`config.mk`:
```
export PLATFORM = sky130hd
export DESIGN_NAME = dram_feature_mode_regs
export DESIGN_NICKNAME = d
export VERILOG_FILES = /design/src/logic/dram_mode_pkg.sv /design/src/logic/dram_feature_mode_regs.sv
export SDC_FILE = /design/constraint.sdc
export NUM_CORES = 1
export LEC_CHECK = 0
export ABC_AREA = 1
export BUFFER_PORTS_ARGS = -buffer_cell sky130_fd_sc_hd__buf_2
export CORE_ASPECT_RATIO = 1.1
export CORE_MARGIN = 1
export CORE_UTILIZATION = 50
export DETAILED_ROUTE_END_ITERATION = 7
export GPL_TIMING_DRIVEN = 0
export HOLD_SLACK_MARGIN = 0.12
export PLACE_DENSITY = 0.74
export SLEW_MARGIN = 20
export SYNTH_ARGS = -nofsm -noshare
export SYNTH_HDL_FRONTEND = slang
export SYNTH_SLANG_ARGS = --single-unit
```
`constraint.sdc`:
```
create_clock -name clk -period 2.5 [get_ports clk]
set_input_delay 0.125 -clock clk [delete_from_list [all_inputs] [get_ports clk]]
set_output_delay 0.125 -clock clk [all_outputs]
set_load 0.1 [all_outputs]
```
`src/logic/dram_mode_pkg.sv`:
```
package dram_mode_pkg;
	localparam logic [5:0] ADDR_INFO        = 6'h00;
	localparam logic [5:0] ADDR_FEATURE_ONE = 6'h01;
	localparam logic [5:0] ADDR_REG_CONTROL = 6'h0d;
	// info register field positions
	localparam int INFO_REFRESH_BIT  = 0;
	localparam int INFO_LATENCY_BIT  = 1;
	localparam int INFO_ZQ_LO        = 3;
	// feature and control register field positions
	localparam int FEAT_BL_LO        = 0;
	localparam int FEAT_WPRE_BIT     = 2;
	localparam int FEAT_RPRE_BIT     = 3;
	localparam int FEAT_WR_LO        = 4;
	localparam int FEAT_PST_BIT      = 7;
	localparam int CTRL_WR_SEL_BIT   = 6;
	localparam int CTRL_OP_SEL_BIT   = 7;
	// reset values of a set-point copy: bl16, 2-clock write preamble, static, nwr 6, 0.5 pst
	localparam logic [7:0] FEATURE_RESET = 8'h04;
	localparam logic [7:0] CTRL_RESET    = 8'h00;
	// self-test result codes
	localparam logic [1:0] ZQ_NONE  = 2'h0;
	localparam logic [1:0] ZQ_LOW   = 2'h1;
	localparam logic [1:0] ZQ_HIGH  = 2'h2;
	localparam logic [1:0] ZQ_GOOD  = 2'h3;
	// burst length codes
	localparam logic [1:0] BL_16    = 2'h0;
	localparam logic [1:0] BL_32    = 2'h1;
	localparam logic [1:0] BL_OTF   = 2'h2;
	localparam logic [5:0] BURST_16 = 6'h10;
	localparam logic [5:0] BURST_32 = 6'h20;
	// latch wait, cycles (arbitrary default)
	localparam logic [7:0] CALIB_LATCH_WAIT = 8'h0a;
	typedef enum logic [2:0] {
		CAL_IDLE    = 3'b001,
		CAL_STARTED = 3'b010,
		CAL_WAIT    = 3'b100
	} cal_state_t;
endpackage : dram_mode_pkg

```
`src/logic/dram_feature_mode_regs.sv`:
```
`timescale 1ns/1ps
`default_nettype none
module dram_feature_mode_regs (
	// clock and reset
	input  wire logic       clk,
	input  wire logic       arst_n,
	// device straps
	input  wire logic       refresh_modified_only,
	input  wire logic       latency_byte_mode,
	input  wire logic       zq_selftest_supported,
	input  wire logic [1:0] zq_pin_status,
	// mode register commands
	input  wire logic       mode_reg_write_cmd,
	input  wire logic       mode_reg_read_cmd,
	input  wire logic [5:0] mode_addr,
	input  wire logic [7:0] mode_wdata,
	output logic [7:0]      mode_rdata,
	output logic            mode_rvalid,
	// calibration commands
	input  wire logic       calib_start_cmd,
	input  wire logic       calib_latch_cmd,
	output logic            zq_result_valid,
	output logic            factory_trim_sel,
	output logic            calib_cmd_accept,
	// write with auto precharge
	input  wire logic       write_done_ap,
	output logic            precharge_start,
	// burst
	input  wire logic       cmd_burst_bit,
	output logic [5:0]      burst_len,
	// active operating fields
	output logic [1:0]      burst_len_sel,
	output logic            write_preamble_long,
	output logic            read_preamble_toggle,
	output logic [2:0]      write_recovery_code,
	output logic [5:0]      write_recovery_count,
	output logic            read_postamble_len,
	output logic            setpoint_write_sel,
	output logic            setpoint_operate_sel
);
	// pin synchronisers
	logic [1:0] strap_m_q, strap_q, strap_m_d;
	logic [2:0] zq_m_q, zq_q, zq_m_d;

	// set-point copies and control
	logic [7:0] feat_q [2];
	logic [7:0] feat_d [2];
	logic [7:0] ctrl_q, ctrl_d;

	// self-test result and calibration sequence
	logic [1:0] zq_res_q, zq_res_d;
	logic       valid_q, valid_d;
	dram_mode_pkg::cal_state_t cal_q, cal_d;
	logic [7:0] wait_q, wait_d;

	// recovery counter
	logic [5:0] wr_cnt_q, wr_cnt_d;
	logic       wr_busy_q, wr_busy_d;
	logic       pc_q, pc_d;

	// read answer
	logic [7:0] rdata_q, rdata_d;
	logic       rvalid_q, rvalid_d;
	logic [7:0] act;
	logic       asm_err;

	// straps arrive from pins: two flops before use
	assign strap_m_d = {latency_byte_mode, refresh_modified_only};
	always_ff @(posedge clk or negedge arst_n) begin
		if (!arst_n) begin
			strap_m_q <= 2'h0;
			strap_q   <= 2'h0;
		end else begin
			strap_m_q <= strap_m_d;
			strap_q   <= strap_m_q;
		end
	end

	// self-test pin code: levels, settled long before any latch samples them
	assign zq_m_d = {zq_selftest_supported, zq_pin_status};
	always_ff @(posedge clk or negedge arst_n) begin
		if (!arst_n) begin
			zq_m_q <= 3'h0;
			zq_q   <= 3'h0;
		end else begin
			zq_m_q <= zq_m_d;
			zq_q   <= zq_m_q;
		end
	end

	// set-point registers
	// control writes take effect on the next edge for both selects
	always_comb begin
		ctrl_d = ctrl_q;
		for (int i = 0; i < 2; i++) begin
			feat_d[i] = feat_q[i];
		end
		if (mode_reg_write_cmd) begin
			if (mode_addr == dram_mode_pkg::ADDR_FEATURE_ONE) begin
				feat_d[ctrl_q[dram_mode_pkg::CTRL_WR_SEL_BIT]] = mode_wdata;
			end else if (mode_addr == dram_mode_pkg::ADDR_REG_CONTROL) begin
				ctrl_d = mode_wdata;
			end
			// an info write falls through untouched
		end
	end

	// the inactive copy feeds nothing, so it may be rewritten while running
	assign act = feat_q[ctrl_q[dram_mode_pkg::CTRL_OP_SEL_BIT]];
	assign setpoint_write_sel   = ctrl_q[dram_mode_pkg::CTRL_WR_SEL_BIT];
	assign setpoint_operate_sel = ctrl_q[dram_mode_pkg::CTRL_OP_SEL_BIT];
	assign burst_len_sel        = act[dram_mode_pkg::FEAT_BL_LO +: 2];
	assign write_preamble_long  = act[dram_mode_pkg::FEAT_WPRE_BIT];
	assign read_preamble_toggle = act[dram_mode_pkg::FEAT_RPRE_BIT];
	assign write_recovery_code  = act[dram_mode_pkg::FEAT_WR_LO +: 3];
	assign read_postamble_len   = act[dram_mode_pkg::FEAT_PST_BIT];

	// write recovery table
	// every code is legal, so no default
	always_comb begin
		unique case (write_recovery_code)
			3'h0: write_recovery_count = 6'd6;
			3'h1: write_recovery_count = 6'd10;
			3'h2: write_recovery_count = 6'd16;
			3'h3: write_recovery_count = 6'd20;
			3'h4: write_recovery_count = 6'd24;
			3'h5: write_recovery_count = 6'd30;
			3'h6: write_recovery_count = 6'd34;
			3'h7: write_recovery_count = 6'd40;
		endcase
	end

	// burst length per access
	// reserved code falls back to 16 rather than leaving the length undefined
	always_comb begin
		unique case (burst_len_sel)
			dram_mode_pkg::BL_32:  burst_len = dram_mode_pkg::BURST_32;
			dram_mode_pkg::BL_OTF: begin
				if (cmd_burst_bit) begin
					burst_len = dram_mode_pkg::BURST_32;
				end else begin
					burst_len = dram_mode_pkg::BURST_16;
				end
			end
			default:               burst_len = dram_mode_pkg::BURST_16;
		endcase
	end

	// zq self-test and calibration
	// trim follows the latched result, not the live pin, so a later pin change cannot flip it
	assign asm_err = (zq_res_q == dram_mode_pkg::ZQ_LOW) || (zq_res_q == dram_mode_pkg::ZQ_HIGH);
	assign factory_trim_sel = valid_q && asm_err;
	assign calib_cmd_accept = !factory_trim_sel && (calib_start_cmd || calib_latch_cmd);
	assign zq_result_valid  = valid_q;

	always_comb begin
		cal_d    = cal_q;
		wait_d   = wait_q;
		zq_res_d = zq_res_q;
		valid_d  = valid_q;
		unique case (cal_q)
			dram_mode_pkg::CAL_IDLE: begin
				if (calib_start_cmd && !factory_trim_sel) begin
					cal_d = dram_mode_pkg::CAL_STARTED;
				end
			end
			// a latch with no start before it is dropped
			dram_mode_pkg::CAL_STARTED: begin
				if (calib_latch_cmd) begin
					cal_d  = dram_mode_pkg::CAL_WAIT;
					wait_d = dram_mode_pkg::CALIB_LATCH_WAIT;
				end
			end
			dram_mode_pkg::CAL_WAIT: begin
				if (wait_q == 8'h00) begin
					cal_d    = dram_mode_pkg::CAL_IDLE;
					valid_d  = 1'b1;
					zq_res_d = zq_q[2] ? zq_q[1:0] : dram_mode_pkg::ZQ_NONE;
				end else begin
					wait_d = wait_q - 8'h01;
				end
			end
			default: cal_d = dram_mode_pkg::CAL_IDLE;
		endcase
	end

	// auto precharge write recovery
	// loaded with one less than the count; the pulse leaves write_recovery_count edges after the done edge
	// a fresh done restarts the count rather than queueing a second precharge
	always_comb begin
		wr_cnt_d  = wr_cnt_q;
		wr_busy_d = wr_busy_q;
		pc_d      = 1'b0;
		if (write_done_ap) begin
			wr_busy_d = 1'b1;
			wr_cnt_d  = write_recovery_count - 6'd1;
		end else if (wr_busy_q) begin
			if (wr_cnt_q == 6'd0) begin
				wr_busy_d = 1'b0;
				pc_d      = 1'b1;
			end else begin
				wr_cnt_d = wr_cnt_q - 6'd1;
			end
		end
	end

	// mode register read
	// straps show up here two edges after they settle
	always_comb begin
		rvalid_d = mode_reg_read_cmd;
		rdata_d  = rdata_q;
		if (mode_reg_read_cmd) begin
			rdata_d = 8'h00;
			if (mode_addr == dram_mode_pkg::ADDR_INFO) begin
				rdata_d[dram_mode_pkg::INFO_REFRESH_BIT] = strap_q[0];
				rdata_d[dram_mode_pkg::INFO_LATENCY_BIT] = strap_q[1];
				rdata_d[dram_mode_pkg::INFO_ZQ_LO +: 2]  = valid_q ? zq_res_q
				                                                   : dram_mode_pkg::ZQ_NONE;
			end
			// write-only addresses answer zero here, which is allowed
		end
	end
	assign mode_rdata  = rdata_q;
	assign mode_rvalid = rvalid_q;
	assign precharge_start = pc_q;

	// set-point copies, one register each
	for (genvar g = 0; g < 2; g++) begin : g_setpoint
		always_ff @(posedge clk or negedge arst_n) begin
			if (!arst_n) begin
				feat_q[g] <= dram_mode_pkg::FEATURE_RESET;
			end else begin
				feat_q[g] <= feat_d[g];
			end
		end
	end

	// register control
	always_ff @(posedge clk or negedge arst_n) begin
		if (!arst_n) begin
			ctrl_q <= dram_mode_pkg::CTRL_RESET;
		end else begin
			ctrl_q <= ctrl_d;
		end
	end

	// reset drops the self-test result; only a new calibration brings it back
	always_ff @(posedge clk or negedge arst_n) begin
		if (!arst_n) begin
			zq_res_q <= dram_mode_pkg::ZQ_NONE;
			valid_q  <= 1'b0;
			cal_q    <= dram_mode_pkg::CAL_IDLE;
			wait_q   <= 8'h00;
		end else begin
			zq_res_q <= zq_res_d;
			valid_q  <= valid_d;
			cal_q    <= cal_d;
			wait_q   <= wait_d;
		end
	end

	// recovery counter and precharge pulse
	always_ff @(posedge clk or negedge arst_n) begin
		if (!arst_n) begin
			wr_cnt_q  <= 6'h00;
			wr_busy_q <= 1'b0;
			pc_q      <= 1'b0;
		end else begin
			wr_cnt_q  <= wr_cnt_d;
			wr_busy_q <= wr_busy_d;
			pc_q      <= pc_d;
		end
	end

	// read answer
	always_ff @(posedge clk or negedge arst_n) begin
		if (!arst_n) begin
			rdata_q  <= 8'h00;
			rvalid_q <= 1'b0;
		end else begin
			rdata_q  <= rdata_d;
			rvalid_q <= rvalid_d;
		end
	end
endmodule : dram_feature_mode_regs
`default_nettype wire

```
After elaboration in Yosys (flattened, before gate mapping)
Memory sizes are Yosys's and may differ from the RTL's.
Cells that the tools add are included.

cells by class
  $add $sub $neg = 3
  reduce and logical (&&, ||, !) cells = 18
  bitwise logic cells = 3
  muxes and demuxes = 28
  magnitude comparators = 3
  equality and inequality tests = 14

operators by type and width
  cell                                                                 count
  8-bit two-way mux                                                    6
  6-bit two-way mux                                                    4
  16-bit bitwise mux                                                   1
  8-bit case mux with 2 select lines                                   1
  6-bit zero test                                                      2
  6-bit case mux with 2 select lines                                   1
  6-bit by 1-bit subtractor with 6-bit output (second input constant)  2
  2-bit != test (second input constant)                                5
  3-bit two-way mux                                                    3
  3-bit case mux with 3 select lines                                   1
  3-bit AND reduction                                                  3
  8-bit demux with 1-bit select                                        1
  8-bit zero test                                                      1
  2-bit two-way mux                                                    4
  8-bit by 1-bit subtractor with 8-bit output (second input constant)  1
  6-bit by 1-bit == test with 1-bit output (second input constant)     1
  6-bit by 4-bit == test with 1-bit output (second input constant)     1
  1-bit two-way mux                                                    6
  2-bit AND reduction                                                  3
  2-bit by 1-bit == test with 1-bit output (second input constant)     2
  2-bit == test (second input constant)                                2
  2-bit >= comparator (second input constant)                          2
  1-bit logical AND                                                    4
  1-bit inverter with 2-bit output                                     2
  8 further kinds                                                      10

storage, ports and cells
  bits in registers = 61
  memories = 1
  input port bits = 27
  ROM bits = 40

memory list
  memory           depth  width  rd ports  clocked after memory_dff  wr ports  RTL line                       text
  (no name shown)  8      5      1         0                         0         dram_feature_mode_regs.sv:121  unique case (write_recovery_code)

Longest topological paths before layout
Gate-level depths: netlist of the first run.

  depth after elaboration = 7
  mapped depth = 13
  mapped depth without buffers = 13

Worst setup path before layout of the first run
No wires, ideal clock.

  path type = register -> output
  start point = register valid_q (netlist: zq_result_valid)
  end point = output calib_cmd_accept
  buffers on the path = 0
  required time = 2375 ps
  path slack = -1409 ps
  arrival = 3784 ps
  cell stages (with the launch flop) = 4
  cell sequence = dfrtp_1 o21ai_0 a21oi_1 a21oi_1

on the way
  longest elaborated chain between the ends = 3

RTL lines
  item                        RTL line                       text
  start, declared             dram_feature_mode_regs.sv:52   logic valid_q, valid_d;
  start signal, assigned      dram_feature_mode_regs.sv:256  valid_q <= valid_d;
  1-bit logical AND           dram_feature_mode_regs.sv:152  assign factory_trim_sel = valid_q && asm_err;
  named net factory_trim_sel  dram_feature_mode_regs.sv:23   output logic factory_trim_sel,
  1-bit zero test             dram_feature_mode_regs.sv:153  assign calib_cmd_accept = !factory_trim_sel && (calib_start_cmd || calib_latch_cmd);
  1-bit logical AND           dram_feature_mode_regs.sv:153
  end, declared               dram_feature_mode_regs.sv:24   output logic calib_cmd_accept,

The timed path passes the listed nets, and every way through them passes these cells.

Final worst setup path of the first run
  start point = register ctrl_q[7]
  end point = output burst_len[5]

on the way
  longest elaborated chain between the ends = 6

RTL lines
  item                                                                       RTL line                       text
  start, declared                                                            dram_feature_mode_regs.sv:48   logic [7:0] ctrl_q, ctrl_d;
  start signal, assigned                                                     dram_feature_mode_regs.sv:241  ctrl_q <= dram_mode_pkg::CTRL_RESET;
  start signal, assigned                                                     dram_feature_mode_regs.sv:243  ctrl_q <= ctrl_d;
  1-bit inverter with 2-bit output (not written as such) *                   dram_feature_mode_regs.sv:109  assign act = feat_q[ctrl_q[dram_mode_pkg::CTRL_OP_SEL_BIT]];
  8-bit two-way mux (not written as such) * (3 in series)                    dram_feature_mode_regs.sv:109
  2-bit == test or 2-bit by 1-bit == test with 1-bit output (tied branches)  dram_feature_mode_regs.sv:136  unique case (burst_len_sel)
  6-bit case mux with 2 select lines *                                       dram_feature_mode_regs.sv:136
  end, declared                                                              dram_feature_mode_regs.sv:30   output logic [5:0] burst_len,

Every way passes the cells marked *; elsewhere a longest branch is shown, timed or not. The select of a mux whose other input is x is not followed.

==> Flow_metrics.wiki, run 1 <==
{| class="wikitable"
! Metric !! Value
|-
| Path class of the lowest-slack min-delay path || input pin to register
|-
| Global-route wire length before repair || 9180 um
|-
| Ant diodes || 0
|-
| Sum of buffers and inverters on the critical path || 3
|-
| Placer's final routability congestion estimate || 0.802
|-
| CP Max Fanout || 10
|-
| HPWL after detailed placement || 3850 um
|-
| Clock period minus final worst setup slack || 2.38 ns
|-
| Pins over their slew limit || 0
|-
| Mean Syn Cell Area || 8.87 um^2
|-
| Initial DRT Pass Iterations || 4
|-
| Cell row count || 28
|-
| Sequence of cells on the critical path || buf_6 -> o21ai_0 -> inv_2 -> ha_1 -> nor2_4 -> buf_2
|-
| Final-report setup violation count || 0
|-
| RR Startpoint || ctrl_q[7]$_DFFE_PN0P_
|-
| Crit path capture type || output port
|-
| Share of async-settable or async-resettable flops after synthesis || 1.00
|-
| Arr. time, crit path || 2.25 ns
|-
| Synthesized-area fraction occupied by ao, oa, aoi and oai cells || 0.129
|-
| Share of synthesized area occupied by flip-flops and latches || 0.480
|-
| Relative slew slack || 0.550
|-
| Longest individual stage delay on the worst path || 0.52 ns
|-
| Number of different library cells in the post-synthesis netlist || 38
|-
| Number of antenna violations at the first check in global routing || 0
|-
| Status || finished, final reports clean
|-
| Floorplan core area || 5470 um^2
|-
| Cell type of the slowest stage on the worst timing path || sky130_fd_sc_hd__dfrtp_4
|-
| Average detailed-routed wire length per instance || 11.2 um
|-
| Multiplexer share of the synthesized area || 0
|-
| Share of the synthesized area in the top cell type || 0.453
|-
| Final worst path period share || 0.951
|-
| Antenna-violating nets left || 0
|-
| Most frequent cell after synthesis || sky130_fd_sc_hd__nand2_1
|-
| Total number of yosys warnings || 0
|-
| Clock insertion delay at the later pin of the skew report || 0.31 ns
|-
| DRC violations left || 0
|-
| Synthesis-to-layout area growth || 25.6%
|-
| Root Buffer Master || sky130_fd_sc_hd__clkbuf_8
|-
| Synthesized instance count || 324
|-
| Launch point of the critical path || ctrl_q[7]$_DFFE_PN0P_
|-
| Layout cell share with drive strength beyond 1 || 0.322
|-
| Pre-CTS WS || 0.375 ns
|-
| FMAX || 0.421 GHz
|-
| Library cell with the largest summed area after synthesis || sky130_fd_sc_hd__dfrtp_1
|-
| Number of port buffers || 52
|-
| Synth Cell Area || 2870 um^2
|-
| Number of vias in the routed layout || 2,279
|-
| Total Wirelength || 5380 um
|-
| Die Footprint || 6060 um^2
|-
| Final Hold Viols || 0
|-
| Clk slew on worst S/H paths || 0.11 ns
|-
| Total GRT Usage || 0.195
|-
| Critical path data required time || 2.38 ns
|-
| Max rail drop VDD || 0.000461 V
|-
| CTS tree || done
|-
| Number of ports placed on the die boundary || 62
|-
| Post-Synth Adder-Cell Area || 0.0479
|-
| Main combinational cell family by area after synthesis || simple AND/OR/NAND/NOR gates
|-
| Clock tree sinks || 55
|-
| Initial drt markers || 110
|-
| Vias per inst || 4.73
|-
| Power per unit of standard cell area || 725 nW/um^2
|-
| Synthesis-stage register bit count || 55
|-
| Ys flop type || sky130_fd_sc_hd__dfrtp_1
|-
| Vias in the first global route || 2,174
|-
| CTS buffer count || 5
|-
| Post-route setup slack || 0.122 ns
|-
| Maximum clock skew at final layout || 0.00982 ns
|-
| Total Neg Setup Slack || 0 ns
|-
| Nature of the critical path startpoint || register
|-
| Width of the die || 74.3 um
|-
| Leading post-synthesis cells by instance count || sky130_fd_sc_hd__nand2_1, sky130_fd_sc_hd__dfrtp_1, sky130_fd_sc_hd__inv_1, sky130_fd_sc_hd__nor2_1, sky130_fd_sc_hd__o21ai_0
|-
| Post-Synth XOR/XNOR Area || 0.0122
|-
| Deepest level of the CTS H-tree || 2
|-
| Max clock buf depth || 2
|-
| Classification of the worst setup path || register to output port
|-
| Max-cap viol count || 0
|-
| P_leak || 1.86 nW
|-
| Starting density of the core || 0.526
|-
| Top delay family on crit path || buffers and inverters
|-
| Unrepaired setup endpoints after global routing || false
|-
| Synth area leaders || sky130_fd_sc_hd__dfrtp_1, sky130_fd_sc_hd__nand2_1, sky130_fd_sc_hd__inv_1
|-
| Post-synth EDFFs || 0
|-
| Gr ovfl total || 0
|-
| Synthesized-area fraction occupied by and/or/nand/nor cells || 0.222
|-
| Chip Height || 81.5 um
|-
| HP Start || calib_latch_cmd
|-
| Number of nets at the end of the flow || 444
|-
| Actual transition at the worst max-transition pin || 0.675 ns
|-
| Largest net degree at the start of global routing || 56
|}
where the power goes:
group / switching [mW] / leakage (nW) / internal, mW
Sequential: 0.0569 / 0.689 / 0.968
Clock: 0.303 / 0.0408 / 0.201
Combinational: 0.822 / 1.13 / 0.268
Total: 1.18 / 1.86 / 1.44
registers in the layout, summed over array words and instances (netlist names), 3 cells and up:
signal	count
mode_rdata	4
zq_q	3
wait_q	8
zq_m_q	3
feat_q	16
cal_q	3
wr_cnt_q	6
cell usage in the layout, fill, tap and decap left out, types with 2 or more instances in the layout:
cell type / synthesis / routed
sky130_fd_sc_hd__nand2_1: 66 / 65
sky130_fd_sc_hd__or2_2: 3 / 2
sky130_fd_sc_hd__xor2_1: 4 / 4
sky130_fd_sc_hd__inv_2: 4 / 6
sky130_fd_sc_hd__buf_2: 0 / 50
sky130_fd_sc_hd__nand3_1: 16 / 16
sky130_fd_sc_hd__nand4_1: 6 / 6
sky130_fd_sc_hd__nor2_1: 20 / 19
sky130_fd_sc_hd__dfrtp_1: 52 / 51
sky130_fd_sc_hd__buf_4: 10 / 10
sky130_fd_sc_hd__o21ai_2: 17 / 18
sky130_fd_sc_hd__a21oi_2: 1 / 2
sky130_fd_sc_hd__dlygate4sd3_1: 0 / 15
sky130_fd_sc_hd__inv_1: 48 / 43
sky130_fd_sc_hd__o21ai_0: 20 / 19
sky130_fd_sc_hd__clkinvlp_4: 0 / 3
sky130_fd_sc_hd__dfstp_2: 3 / 3
sky130_fd_sc_hd__buf_6: 3 / 4
sky130_fd_sc_hd__nand3_4: 2 / 2
sky130_fd_sc_hd__nand2_2: 8 / 7
sky130_fd_sc_hd__conb_1: 1 / 9
sky130_fd_sc_hd__ha_1: 11 / 9
sky130_fd_sc_hd__nor2_4: 1 / 2
sky130_fd_sc_hd__clkbuf_8: 0 / 5
sky130_fd_sc_hd__o22ai_1: 4 / 4
sky130_fd_sc_hd__a21oi_1: 8 / 6
final timing paths:
kind | endpoint | slack [ns] | depth (start not counted)
setup / recovery | burst_len[5] | 0.12 | 6
hold / removal | cal_q[1]$_DFFE_PN0P_ | 0.14 | 4
max in group asynchronous | ctrl_q[7]$_DFFE_PN0P_ | 1.61 | 2
hold reg to reg | strap_q[1]$_DFF_PN0_ | 0.36 | 0
min in group asynchronous | mode_rdata[0]$_DFFE_PN0P_ | 0.39 | 2
setup reg to reg | wr_cnt_q[2]$_DFFE_PN0P_ | 0.37 | 11
timing repair:
item | in CTS | in global routing
resized for setup | 0 | 1
endpoints found under the setup margin | 0 | 1
buffers inserted | 0 | 0
hold buffers | 15 | 0
hold endpoints to repair | 74 | 0
worst min-delay path: cells and delay by family:
family / cells / cell delay [ns]
and+or+nand+nor: 2 / 0.15
buffers and inverters: 2 / 0.14
area by class of cell:
type	count	area (um^2)
tap	75	93.8
sequential	55	1380
fill	455	1860
timing repair buffer	67	415
inverter	52	215
multi-input combinational	211	1290
buffer	14	116
clock buffer	5	68.8
clock inverter	3	23.8
per-layer routing:
| metal | wire (um) | part of all wire | global-route usage |
|---|---|---|---|
| met5 | 0 | 0 | 0 |
| met1 | 2440 | 0.45 | 0.242 |
| met3 | 177 | 0.033 | 0.0368 |
| met4 | 30 | 0.0056 | 0.0491 |
| met2 | 2730 | 0.51 | 0.350 |
kinds of logic after synthesis:
family	count (synthesis)
simple gates	130
buf+inv	66
compound gates	57
flops	55
fa+ha+maj	11
xor+xnor	4
other cells	1
metrics by stage:
step                      hold WS, ns  area [um^2]   util  total power, mW  std cells
after floorplan                -0.171         3010      -             1.95        332
after global placement          0.233         3360  0.615             2.10        459
after detailed placement        0.214         3360  0.616             2.11        459
after CTS                       0.129         3610  0.660             2.64        482
after global routing            0.147         3610  0.660             2.77        482
final                           0.138         3610  0.660             2.62        482
Power figures use the tool's default switching activity.
==> inputs of run 2 (changes only) <==
--- a/config.mk
+++ b/config.mk
@@ -6,10 +6,11 @@
 export NUM_CORES = 1
 export LEC_CHECK = 0
 export ABC_AREA = 1
-export BUFFER_PORTS_ARGS = -buffer_cell sky130_fd_sc_hd__buf_2
+export BUFFER_PORTS_ARGS = -buffer_cell sky130_fd_sc_hd__buf_4
 export CORE_ASPECT_RATIO = 1.1
 export CORE_MARGIN = 1
 export CORE_UTILIZATION = 50
+export CTS_CLUSTER_DIAMETER = 150
 export DETAILED_ROUTE_END_ITERATION = 7
 export GPL_TIMING_DRIVEN = 0
 export HOLD_SLACK_MARGIN = 0.12
==> run 2 against run 1 <==
Net effect: power rose by 2.4%; first-iteration DRC count fell by 10%; sequential share of layout area fell by 1.2 points; flip-flop and latch count did not move; design area rose by 3.4%; clock skew fell by 0.0017 ns; register-to-register slack got worse by 0.05 ns; hold slack got worse by 0.0038 ns; core utilization rose by 2.2 points; clock power rose by 3%; die area did not move.
==> Flow_metrics.wiki, run 2 (synthesized netlist as in run 1, its figures left out) <==
{| class="wikitable"
! Metric !! Value
|-
| Status || finished, final reports clean (unchanged)
|-
| Sequence of cells on the critical path || buf_6 -> o21ai_0 -> inv_2 -> ha_1 -> o21bai_4 -> buf_4 (was buf_6 -> o21ai_0 -> inv_2 -> ha_1 -> nor2_4 -> buf_2)
|-
| CP Max Fanout || 10 (unchanged)
|-
| Initial DRT Pass Iterations || 4 (unchanged)
|-
| Max clock buf depth || 2 (unchanged)
|-
| Largest net degree at the start of global routing || 56 (unchanged)
|-
| Flip-flop count of the largest register, all copies and words added || 16 (unchanged)
|-
| Maximum clock skew at final layout || 0.00813 ns (was 0.00982 ns)
|-
| P_leak || 1.89 nW (was 1.86 nW)
|-
| Cell row count || 28 (unchanged)
|-
| Classification of the worst setup path || register to output port (unchanged)
|-
| Number of vias in the routed layout || 2,281 (was 2,279)
|-
| Clock insertion delay at the later pin of the skew report || 0.30 ns (was 0.31 ns)
|-
| CTS tree || done (unchanged)
|-
| Total power || 2.68 mW (was 2.62 mW)
|-
| Layout cell share with drive strength beyond 1 || 0.323 (was 0.322)
|-
| Cell type of the slowest stage on the worst timing path || sky130_fd_sc_hd__dfrtp_4 (unchanged)
|-
| Sum of buffers and inverters on the critical path || 3 (unchanged)
|-
| Pins over their slew limit || 0 (unchanged)
|-
| Top reg by flops || feat_q (unchanged)
|-
| Average detailed-routed wire length per instance || 11.4 um (was 11.2 um)
|-
| Max rail drop VDD || 0.000497 V (was 0.000461 V)
|-
| Deepest level of the CTS H-tree || 2 (unchanged)
|-
| Final Util || 0.683 (was 0.660)
|-
| RR Startpoint || ctrl_q[7]$_DFFE_PN0P_ (unchanged)
|-
| Antenna-violating nets left || 0 (unchanged)
|-
| HPWL after detailed placement || 3980 um (was 3850 um)
|-
| Number of antenna violations at the first check in global routing || 0 (unchanged)
|-
| Gr ovfl total || 0 (unchanged)
|-
| Vias per inst || 4.74 (was 4.73)
|-
| Width of the die || 74.3 um (unchanged)
|-
| Pre-CTS WS || 0.363 ns (was 0.375 ns)
|-
| Critical path data required time || 2.38 ns (about the same)
|-
| Synthesis-to-layout area growth || 29.8% (was 25.6%)
|-
| Chip Height || 81.5 um (unchanged)
|-
| Arr. time, crit path || 2.16 ns (was 2.25 ns)
|-
| # placed instances || 459 (unchanged)
|-
| Nature of the critical path startpoint || register (unchanged)
|-
| Post-route setup slack || 0.217 ns (was 0.122 ns)
|-
| Unrepaired setup endpoints after global routing || false (unchanged)
|-
| Largest regs || feat_q x16, wait_q x8, wr_cnt_q x6 (unchanged)
|-
| Launch point of the critical path || ctrl_q[7]$_DFFE_PN0P_ (unchanged)
|-
| Number of nets at the end of the flow || 443 (was 444)
|-
| CTS buffer count || 5 (unchanged)
|-
| Power per unit of standard cell area || 718 nW/um^2 (was 725 nW/um^2)
|-
| Floorplan core area || 5470 um^2 (unchanged)
|-
| Initial drt markers || 99 (was 110)
|-
| Last element of the critical path || burst_len[4] (was burst_len[5])
|-
| CTS resizes || 0 (unchanged)
|-
| Ant diodes || 0 (unchanged)
|-
| Placer's final routability congestion estimate || 0.809 (was 0.802)
|-
| Starting density of the core || 0.526 (unchanged)
|-
| Crit path capture type || output port (unchanged)
|-
| Number of gates on the worst path with buffers counted || 6 (unchanged)
|-
| Clock period minus final worst setup slack || 2.28 ns (was 2.38 ns)
|-
| Final-report setup violation count || 0 (unchanged)
|-
| FMAX || 0.438 GHz (was 0.421 GHz)
|-
| Longest individual stage delay on the worst path || 0.52 ns (about the same)
|-
| Number of ports placed on the die boundary || 62 (unchanged)
|-
| DRC violations left || 0 (unchanged)
|-
| Vias in the first global route || 2,100 (was 2,174)
|-
| Max-cap viol count || 0 (unchanged)
|-
| Root Buffer Master || sky130_fd_sc_hd__clkbuf_8 (unchanged)
|-
| Terminus of the critical flop-to-flop path || wr_cnt_q[2]$_DFFE_PN0P_ (unchanged)
|-
| Path class of the lowest-slack min-delay path || input pin to register (unchanged)
|-
| Top library cells by usage in the layout, fill and taps aside || sky130_fd_sc_hd__nand2_1, sky130_fd_sc_hd__buf_4, sky130_fd_sc_hd__dfrtp_1 (was sky130_fd_sc_hd__nand2_1, sky130_fd_sc_hd__dfrtp_1, sky130_fd_sc_hd__buf_2)
|-
| Final Hold Viols || 0 (unchanged)
|-
| Flop2flop setup slack || 0.32 ns (was 0.37 ns)
|-
| Hold Path Cell Cnt || 3 (was 4)
|-
| Clock tree sinks || 55 (unchanged)
|-
| Total Wirelength || 5480 um (was 5380 um)
|-
| Number of port buffers || 52 (unchanged)
|-
| Actual transition at the worst max-transition pin || 0.676 ns (was 0.675 ns)
|-
| Top delay family on crit path || flip-flops (was buffers and inverters)
|-
| Final non-filler cell total || 481 (was 482)
|-
| Worst r2r path cells || 11 (unchanged)
|-
| Final worst path period share || 0.913 (was 0.951)
|-
| Global-route wire length before repair || 9290 um (was 9180 um)
|-
| Die Footprint || 6060 um^2 (unchanged)
|-
| Leading cell type in the layout, fill and taps excluded || sky130_fd_sc_hd__nand2_1 (unchanged)
|-
| Clk slew on worst S/H paths || 0.10 ns (was 0.11 ns)
|-
| Total GRT Usage || 0.201 (was 0.195)
|-
| Relative slew slack || 0.549 (was 0.550)
|}
run 2: cell types whose count changed in the layout (fill, tap and decap cells not counted), sizes merged:
cell / change
buf: +1
clkinv: +1
clkinvlp: -1
dlygate4sd3: -1
inv: -1
run 2: final cells by class:
type / instances / area, um^2
repair buffers: 66 / 531
fillers: 443 / 1730
multi-input cells: 211 / 1290
well taps: 75 / 93.8
flip-flops and latches: 55 / 1380
plain buffers: 14 / 116
clock inverters: 2 / 16.3
clock buffers: 6 / 82.6
inverters: 52 / 215
run 2: routing by layer:
| metal | track usage | wire length [um] |
|---|---|---|
| met3 | 0.0356 | 177 |
| met1 | 0.261 | 2520 |
| met5 | 0 | 0 |
| met2 | 0.349 | 2740 |
| met4 | 0.0509 | 36 |
run 2: power breakdown:
group          internal [mW]  switching [mW]  leakage, nW
clock                  0.227           0.290       0.0474
combinational          0.312           0.828         1.15
sequential             0.968          0.0552        0.689
total                   1.51            1.17         1.89
run 2: worst reg2reg max path: cells and delay by family (launching register included):
family | cells | cell delay, ns
AND/OR/NAND/NOR | 5 | 0.58
flip-flops | 1 | 0.52
adder cells (fa/ha/maj) | 2 | 0.52
buffers and inverters | 2 | 0.27
AO/OA/AOI/OAI | 2 | 0.22
run 2: worst min-delay path by stage:
stage                             endpoint  slack, ns     startpoint
floorplan             cal_q[1]$_DFFE_PN0P_      -0.17         arst_n
global placement       zq_m_q[1]$_DFF_PN0_       0.22         arst_n
detailed placement     zq_m_q[1]$_DFF_PN0_       0.21         arst_n
CTS                 feat_q[14]$_DFFE_PN0P_       0.13  mode_wdata[6]
global route         feat_q[6]$_DFFE_PN0P_       0.13  mode_wdata[6]
finish              feat_q[14]$_DFFE_PN0P_       0.13  mode_wdata[6]
run 2: stage by stage:
step	instance area (um^2)	hold WS (ns)	setup TNS, ns
6_report	3730	0.134	0
5_1_grt	3730	0.130	0
4_1_cts	3730	0.130	0
3_5_place_dp	3490	0.214	0
3_3_place_gp	3490	0.217	0
2_1_floorplan	3010	-0.171	-0.0465
run 2: timing repair:
item,in CTS,in global routing
hold buffers,14,0
setup endpoints to repair,0,0
setup buffers,0,0
endpoints found under the hold margin,72,0
==> inputs of run 3 (changes only) <==
--- a/config.mk
+++ b/config.mk
@@ -9,12 +9,12 @@
 export BUFFER_PORTS_ARGS = -buffer_cell sky130_fd_sc_hd__buf_4
 export CORE_ASPECT_RATIO = 1.1
 export CORE_MARGIN = 1
-export CORE_UTILIZATION = 50
+export CORE_UTILIZATION = 49
 export CTS_CLUSTER_DIAMETER = 150
 export DETAILED_ROUTE_END_ITERATION = 7
 export GPL_TIMING_DRIVEN = 0
 export HOLD_SLACK_MARGIN = 0.12
-export PLACE_DENSITY = 0.74
+export PLACE_DENSITY = 0.76
 export SLEW_MARGIN = 20
 export SYNTH_ARGS = -nofsm -noshare
 export SYNTH_HDL_FRONTEND = slang
==> constraint.sdc (replaced) <==
create_clock -name clk -period 2.1 [get_ports clk]
set_input_delay 0.105 -clock clk [delete_from_list [all_inputs] [get_ports clk]]
set_output_delay 0.105 -clock clk [all_outputs]
set_load 0.1 [all_outputs]
==> run 3 against run 2 <==
Net effect: the flow now finishes with violations (negative setup slack); first-iteration DRC count rose by 2.0%; critical path depth rose by 1; clock skew fell by 0.0016 ns; count of clock-buffer cells in the layout fell by 1.
==> Flow_metrics.wiki, run 3 (synthesized netlist as in run 1, its figures left out) <==
{| class="wikitable"
! Metric !! Value
|-
| Status || finished, violations left (was finished, final reports clean)
|-
| Violations in the final reports || negative setup slack
|-
| Global-route wire length before repair || 9750 um (was 9290 um)
|-
| Hold Path Cell Cnt || 3 (unchanged)
|-
| Deepest level of the CTS H-tree || 2 (unchanged)
|-
| P_leak || 2.00 nW (was 1.89 nW)
|-
| Worst hold margin || 0.128 ns (was 0.134 ns)
|-
| Total Neg Setup Slack || -0.0261 ns (was 0 ns)
|-
| CP Max Fanout || 9 (was 10)
|-
| Die Footprint || 6180 um^2 (was 6060 um^2)
|-
| Clk slew on worst S/H paths || 0.11 ns (was 0.10 ns)
|-
| Sequence of cells on the critical path || inv_6 -> or2_2 -> o21ai_2 -> bufinv_8 -> ha_4 -> o21bai_4 -> buf_12 (was buf_6 -> o21ai_0 -> inv_2 -> ha_1 -> o21bai_4 -> buf_4)
|-
| Number of nets at the end of the flow || 453 (was 443)
|-
| Post-route setup slack || -0.0136 ns (was 0.217 ns)
|-
| Clock period minus final worst setup slack || 2.11 ns
|-
| Total placed instance area || 3560 um^2 (was 3490 um^2)
|-
| Synthesis-to-layout area growth || 39.9% (was 29.8%)
|-
| Root Buffer Master || sky130_fd_sc_hd__clkbuf_8 (unchanged)
|-
| Cell type of the slowest stage on the worst timing path || sky130_fd_sc_hd__dfrtp_4 (unchanged)
|-
| DRC violations left || 0 (unchanged)
|-
| Vias per inst || 4.84 (was 4.74)
|-
| Unrepaired setup endpoints after global routing || true (was false)
|-
| FMAX || 0.473 GHz
|-
| Final non-filler cell total || 491 (was 481)
|-
| Count of fill cells added during filler insertion || 397 (was 443)
|-
| Chip Height || 82.3 um (was 81.5 um)
|-
| Starting density of the core || 0.523 (was 0.526)
|-
| Number of port buffers || 52 (unchanged)
|-
| Top reg by flops || feat_q (unchanged)
|-
| Top library cells by usage in the layout, fill and taps aside || sky130_fd_sc_hd__nand2_1, sky130_fd_sc_hd__buf_4, sky130_fd_sc_hd__dfrtp_1 (unchanged)
|-
| Average detailed-routed wire length per instance || 12.4 um (was 11.4 um)
|-
| Number of vias in the routed layout || 2,377 (was 2,281)
|-
| Ant diodes || 0 (unchanged)
|-
| Vias in the first global route || 2,220 (was 2,100)
|-
| Crit path capture type || output port (unchanged)
|-
| Critical path data required time || 2.00 ns (was 2.38 ns)
|-
| Arr. time, crit path || 2.01 ns (was 2.16 ns)
|-
| Actual transition at the worst max-transition pin || 0.686 ns (was 0.676 ns)
|-
| Final Hold Viols || 0 (unchanged)
|-
| Pre-CTS WS || 0.0511 ns (was 0.363 ns)
|-
| Floorplan core area || 5500 um^2 (was 5470 um^2)
|-
| M1 wire length || 2490 um (was 2520 um)
|-
| Flip-flop count of the largest register, all copies and words added || 16 (unchanged)
|-
| Width of the die || 75.0 um (was 74.3 um)
|-
| Relative slew slack || 0.543 (was 0.549)
|-
| Max rail drop VDD || 0.000608 V (was 0.000497 V)
|-
| Initial drt markers || 101 (was 99)
|-
| Met3 WL || 188 um (was 177 um)
|-
| Gr ovfl total || 0 (unchanged)
|-
| Number of ports placed on the die boundary || 62 (unchanged)
|-
| Nature of the critical path startpoint || register (unchanged)
|-
| CTS buffer count || 5 (unchanged)
|-
| Placer's final routability congestion estimate || 0.819 (was 0.809)
|-
| Largest regs || feat_q x16, wait_q x8, wr_cnt_q x6 (unchanged)
|-
| Wire length on met2 || 3320 um (was 2740 um)
|-
| Total GRT Usage || 0.210 (was 0.201)
|-
| Power per unit of standard cell area || 878 nW/um^2 (was 718 nW/um^2)
|-
| Final Util || 0.731 (was 0.683)
|-
| Worst Hold Endpoint || ctrl_q[6]$_DFFE_PN0P_ (was feat_q[14]$_DFFE_PN0P_)
|-
| HPWL after detailed placement || 4090 um (was 3980 um)
|-
| Total power || 3.53 mW (was 2.68 mW)
|-
| Antenna-violating nets left || 0 (unchanged)
|-
| Max Used Layer || met4 (unchanged)
|-
| Path class of the lowest-slack min-delay path || input pin to register (unchanged)
|-
| Largest net degree at the start of global routing || 56 (unchanged)
|-
| Classification of the worst setup path || register to output port (unchanged)
|-
| Number of antenna violations at the first check in global routing || 0 (unchanged)
|-
| Total Wirelength || 6080 um (was 5480 um)
|-
| Flop2flop setup slack || -0.01 ns (was 0.32 ns)
|-
| Final design area excluding fillers || 4020 um^2 (was 3730 um^2)
|-
| Longest individual stage delay on the worst path || 0.47 ns (was 0.52 ns)
|-
| Final-report setup violation count || 2 (was 0)
|-
| Terminus of the critical flop-to-flop path || wr_cnt_q[2]$_DFFE_PN0P_ (unchanged)
|-
| Initial DRT Pass Iterations || 4 (unchanged)
|-
| RR Startpoint || ctrl_q[7]$_DFFE_PN0P_ (unchanged)
|-
| Pins over their slew limit || 0 (unchanged)
|-
| Layout cell share with drive strength beyond 1 || 0.375 (was 0.323)
|-
| CTS tree || done (unchanged)
|-
| Cell row count || 28 (unchanged)
|-
| Max-cap viol count || 0 (unchanged)
|-
| Clock insertion delay at the later pin of the skew report || 0.32 ns (was 0.30 ns)
|-
| Final worst path period share || 1.01
|-
| Maximum clock skew at final layout || 0.00657 ns (was 0.00813 ns)
|-
| Worst r2r path cells || 11 (unchanged)
|-
| Max clock buf depth || 2 (unchanged)
|-
| # placed instances || 459 (unchanged)
|-
| HP Start || mode_addr[2] (was mode_wdata[6])
|-
| Clock tree sinks || 55 (unchanged)
|}
[run 3: cell types whose count changed in the layout (fill, tap and decap cells not counted), sizes merged]
cell | before | now
buf | 66 | 73
clkbuf | 6 | 5
clkinv | 1 | 0
clkinvlp | 2 | 3
dlygate4sd3 | 14 | 17
inv | 50 | 51
[run 3: worst max path at each step]
| stage | start | to | slack, ns | cells after the start |
|---|---|---|---|---|
| after floorplan | ctrl_q[7]$_DFFE_PN0P_ | wr_cnt_q[3]$_DFFE_PN0P_ | -0.36 | 12 |
| after global placement | ctrl_q[7]$_DFFE_PN0P_ | wr_cnt_q[2]$_DFFE_PN0P_ | 0.07 | 10 |
| after detailed placement | ctrl_q[7]$_DFFE_PN0P_ | wr_cnt_q[3]$_DFFE_PN0P_ | 0.05 | 11 |
| after CTS | ctrl_q[7]$_DFFE_PN0P_ | write_recovery_count[2] | -0.05 | 8 |
| after global routing | ctrl_q[7]$_DFFE_PN0P_ | wr_cnt_q[2]$_DFFE_PN0P_ | -0.1 | 11 |
| final | ctrl_q[7]$_DFFE_PN0P_ | burst_len[4] | -0.01 | 7 |
[run 3: metal layers]
layer,vias to the layer above,GRT usage
li1,1193,-
met3,7,0.0364
met5,-,0
met4,0,0.0623
met2,47,0.375
met1,1130,0.257
[run 3: repair_timing]
| item | 4_1_cts | 5_1_grt |
|---|---|---|
| hold buffers | 17 | 0 |
| resized for setup | 16 | 18 |
| buffers inserted | 5 | 2 |
| endpoints found under the hold margin | 79 | 0 |
| pin swaps | 5 | 6 |
| setup endpoints to repair | 4 | 9 |
[run 3: cell type report]
cell class,instances,area (um^2),share of cell area
clock buffer,5,68.8,0.0171
multi-input combinational,211,1410,0.350
tap,75,93.8,0.0233
sequential,55,1390,0.344
clock inverter,3,27.5,0.00685
buffer,14,125,0.0311
timing repair buffer,76,678,0.169
inverter,52,236,0.0588
[run 3: power by group]
part           switching [mW]  internal [mW]
clock network           0.382          0.248
registers              0.0686           1.15
logic                    1.10          0.576
total                    1.56           1.98
[run 3: worst max-delay path: cells and delay by family, from the launching register on]
family,cells,cell delay [ns]
flip-flops,1,0.47
buffers and inverters,3,0.44
AND/OR/NAND/NOR,1,0.28
AO/OA/AOI/OAI,2,0.25
adder cells (fa/ha/maj),1,0.25
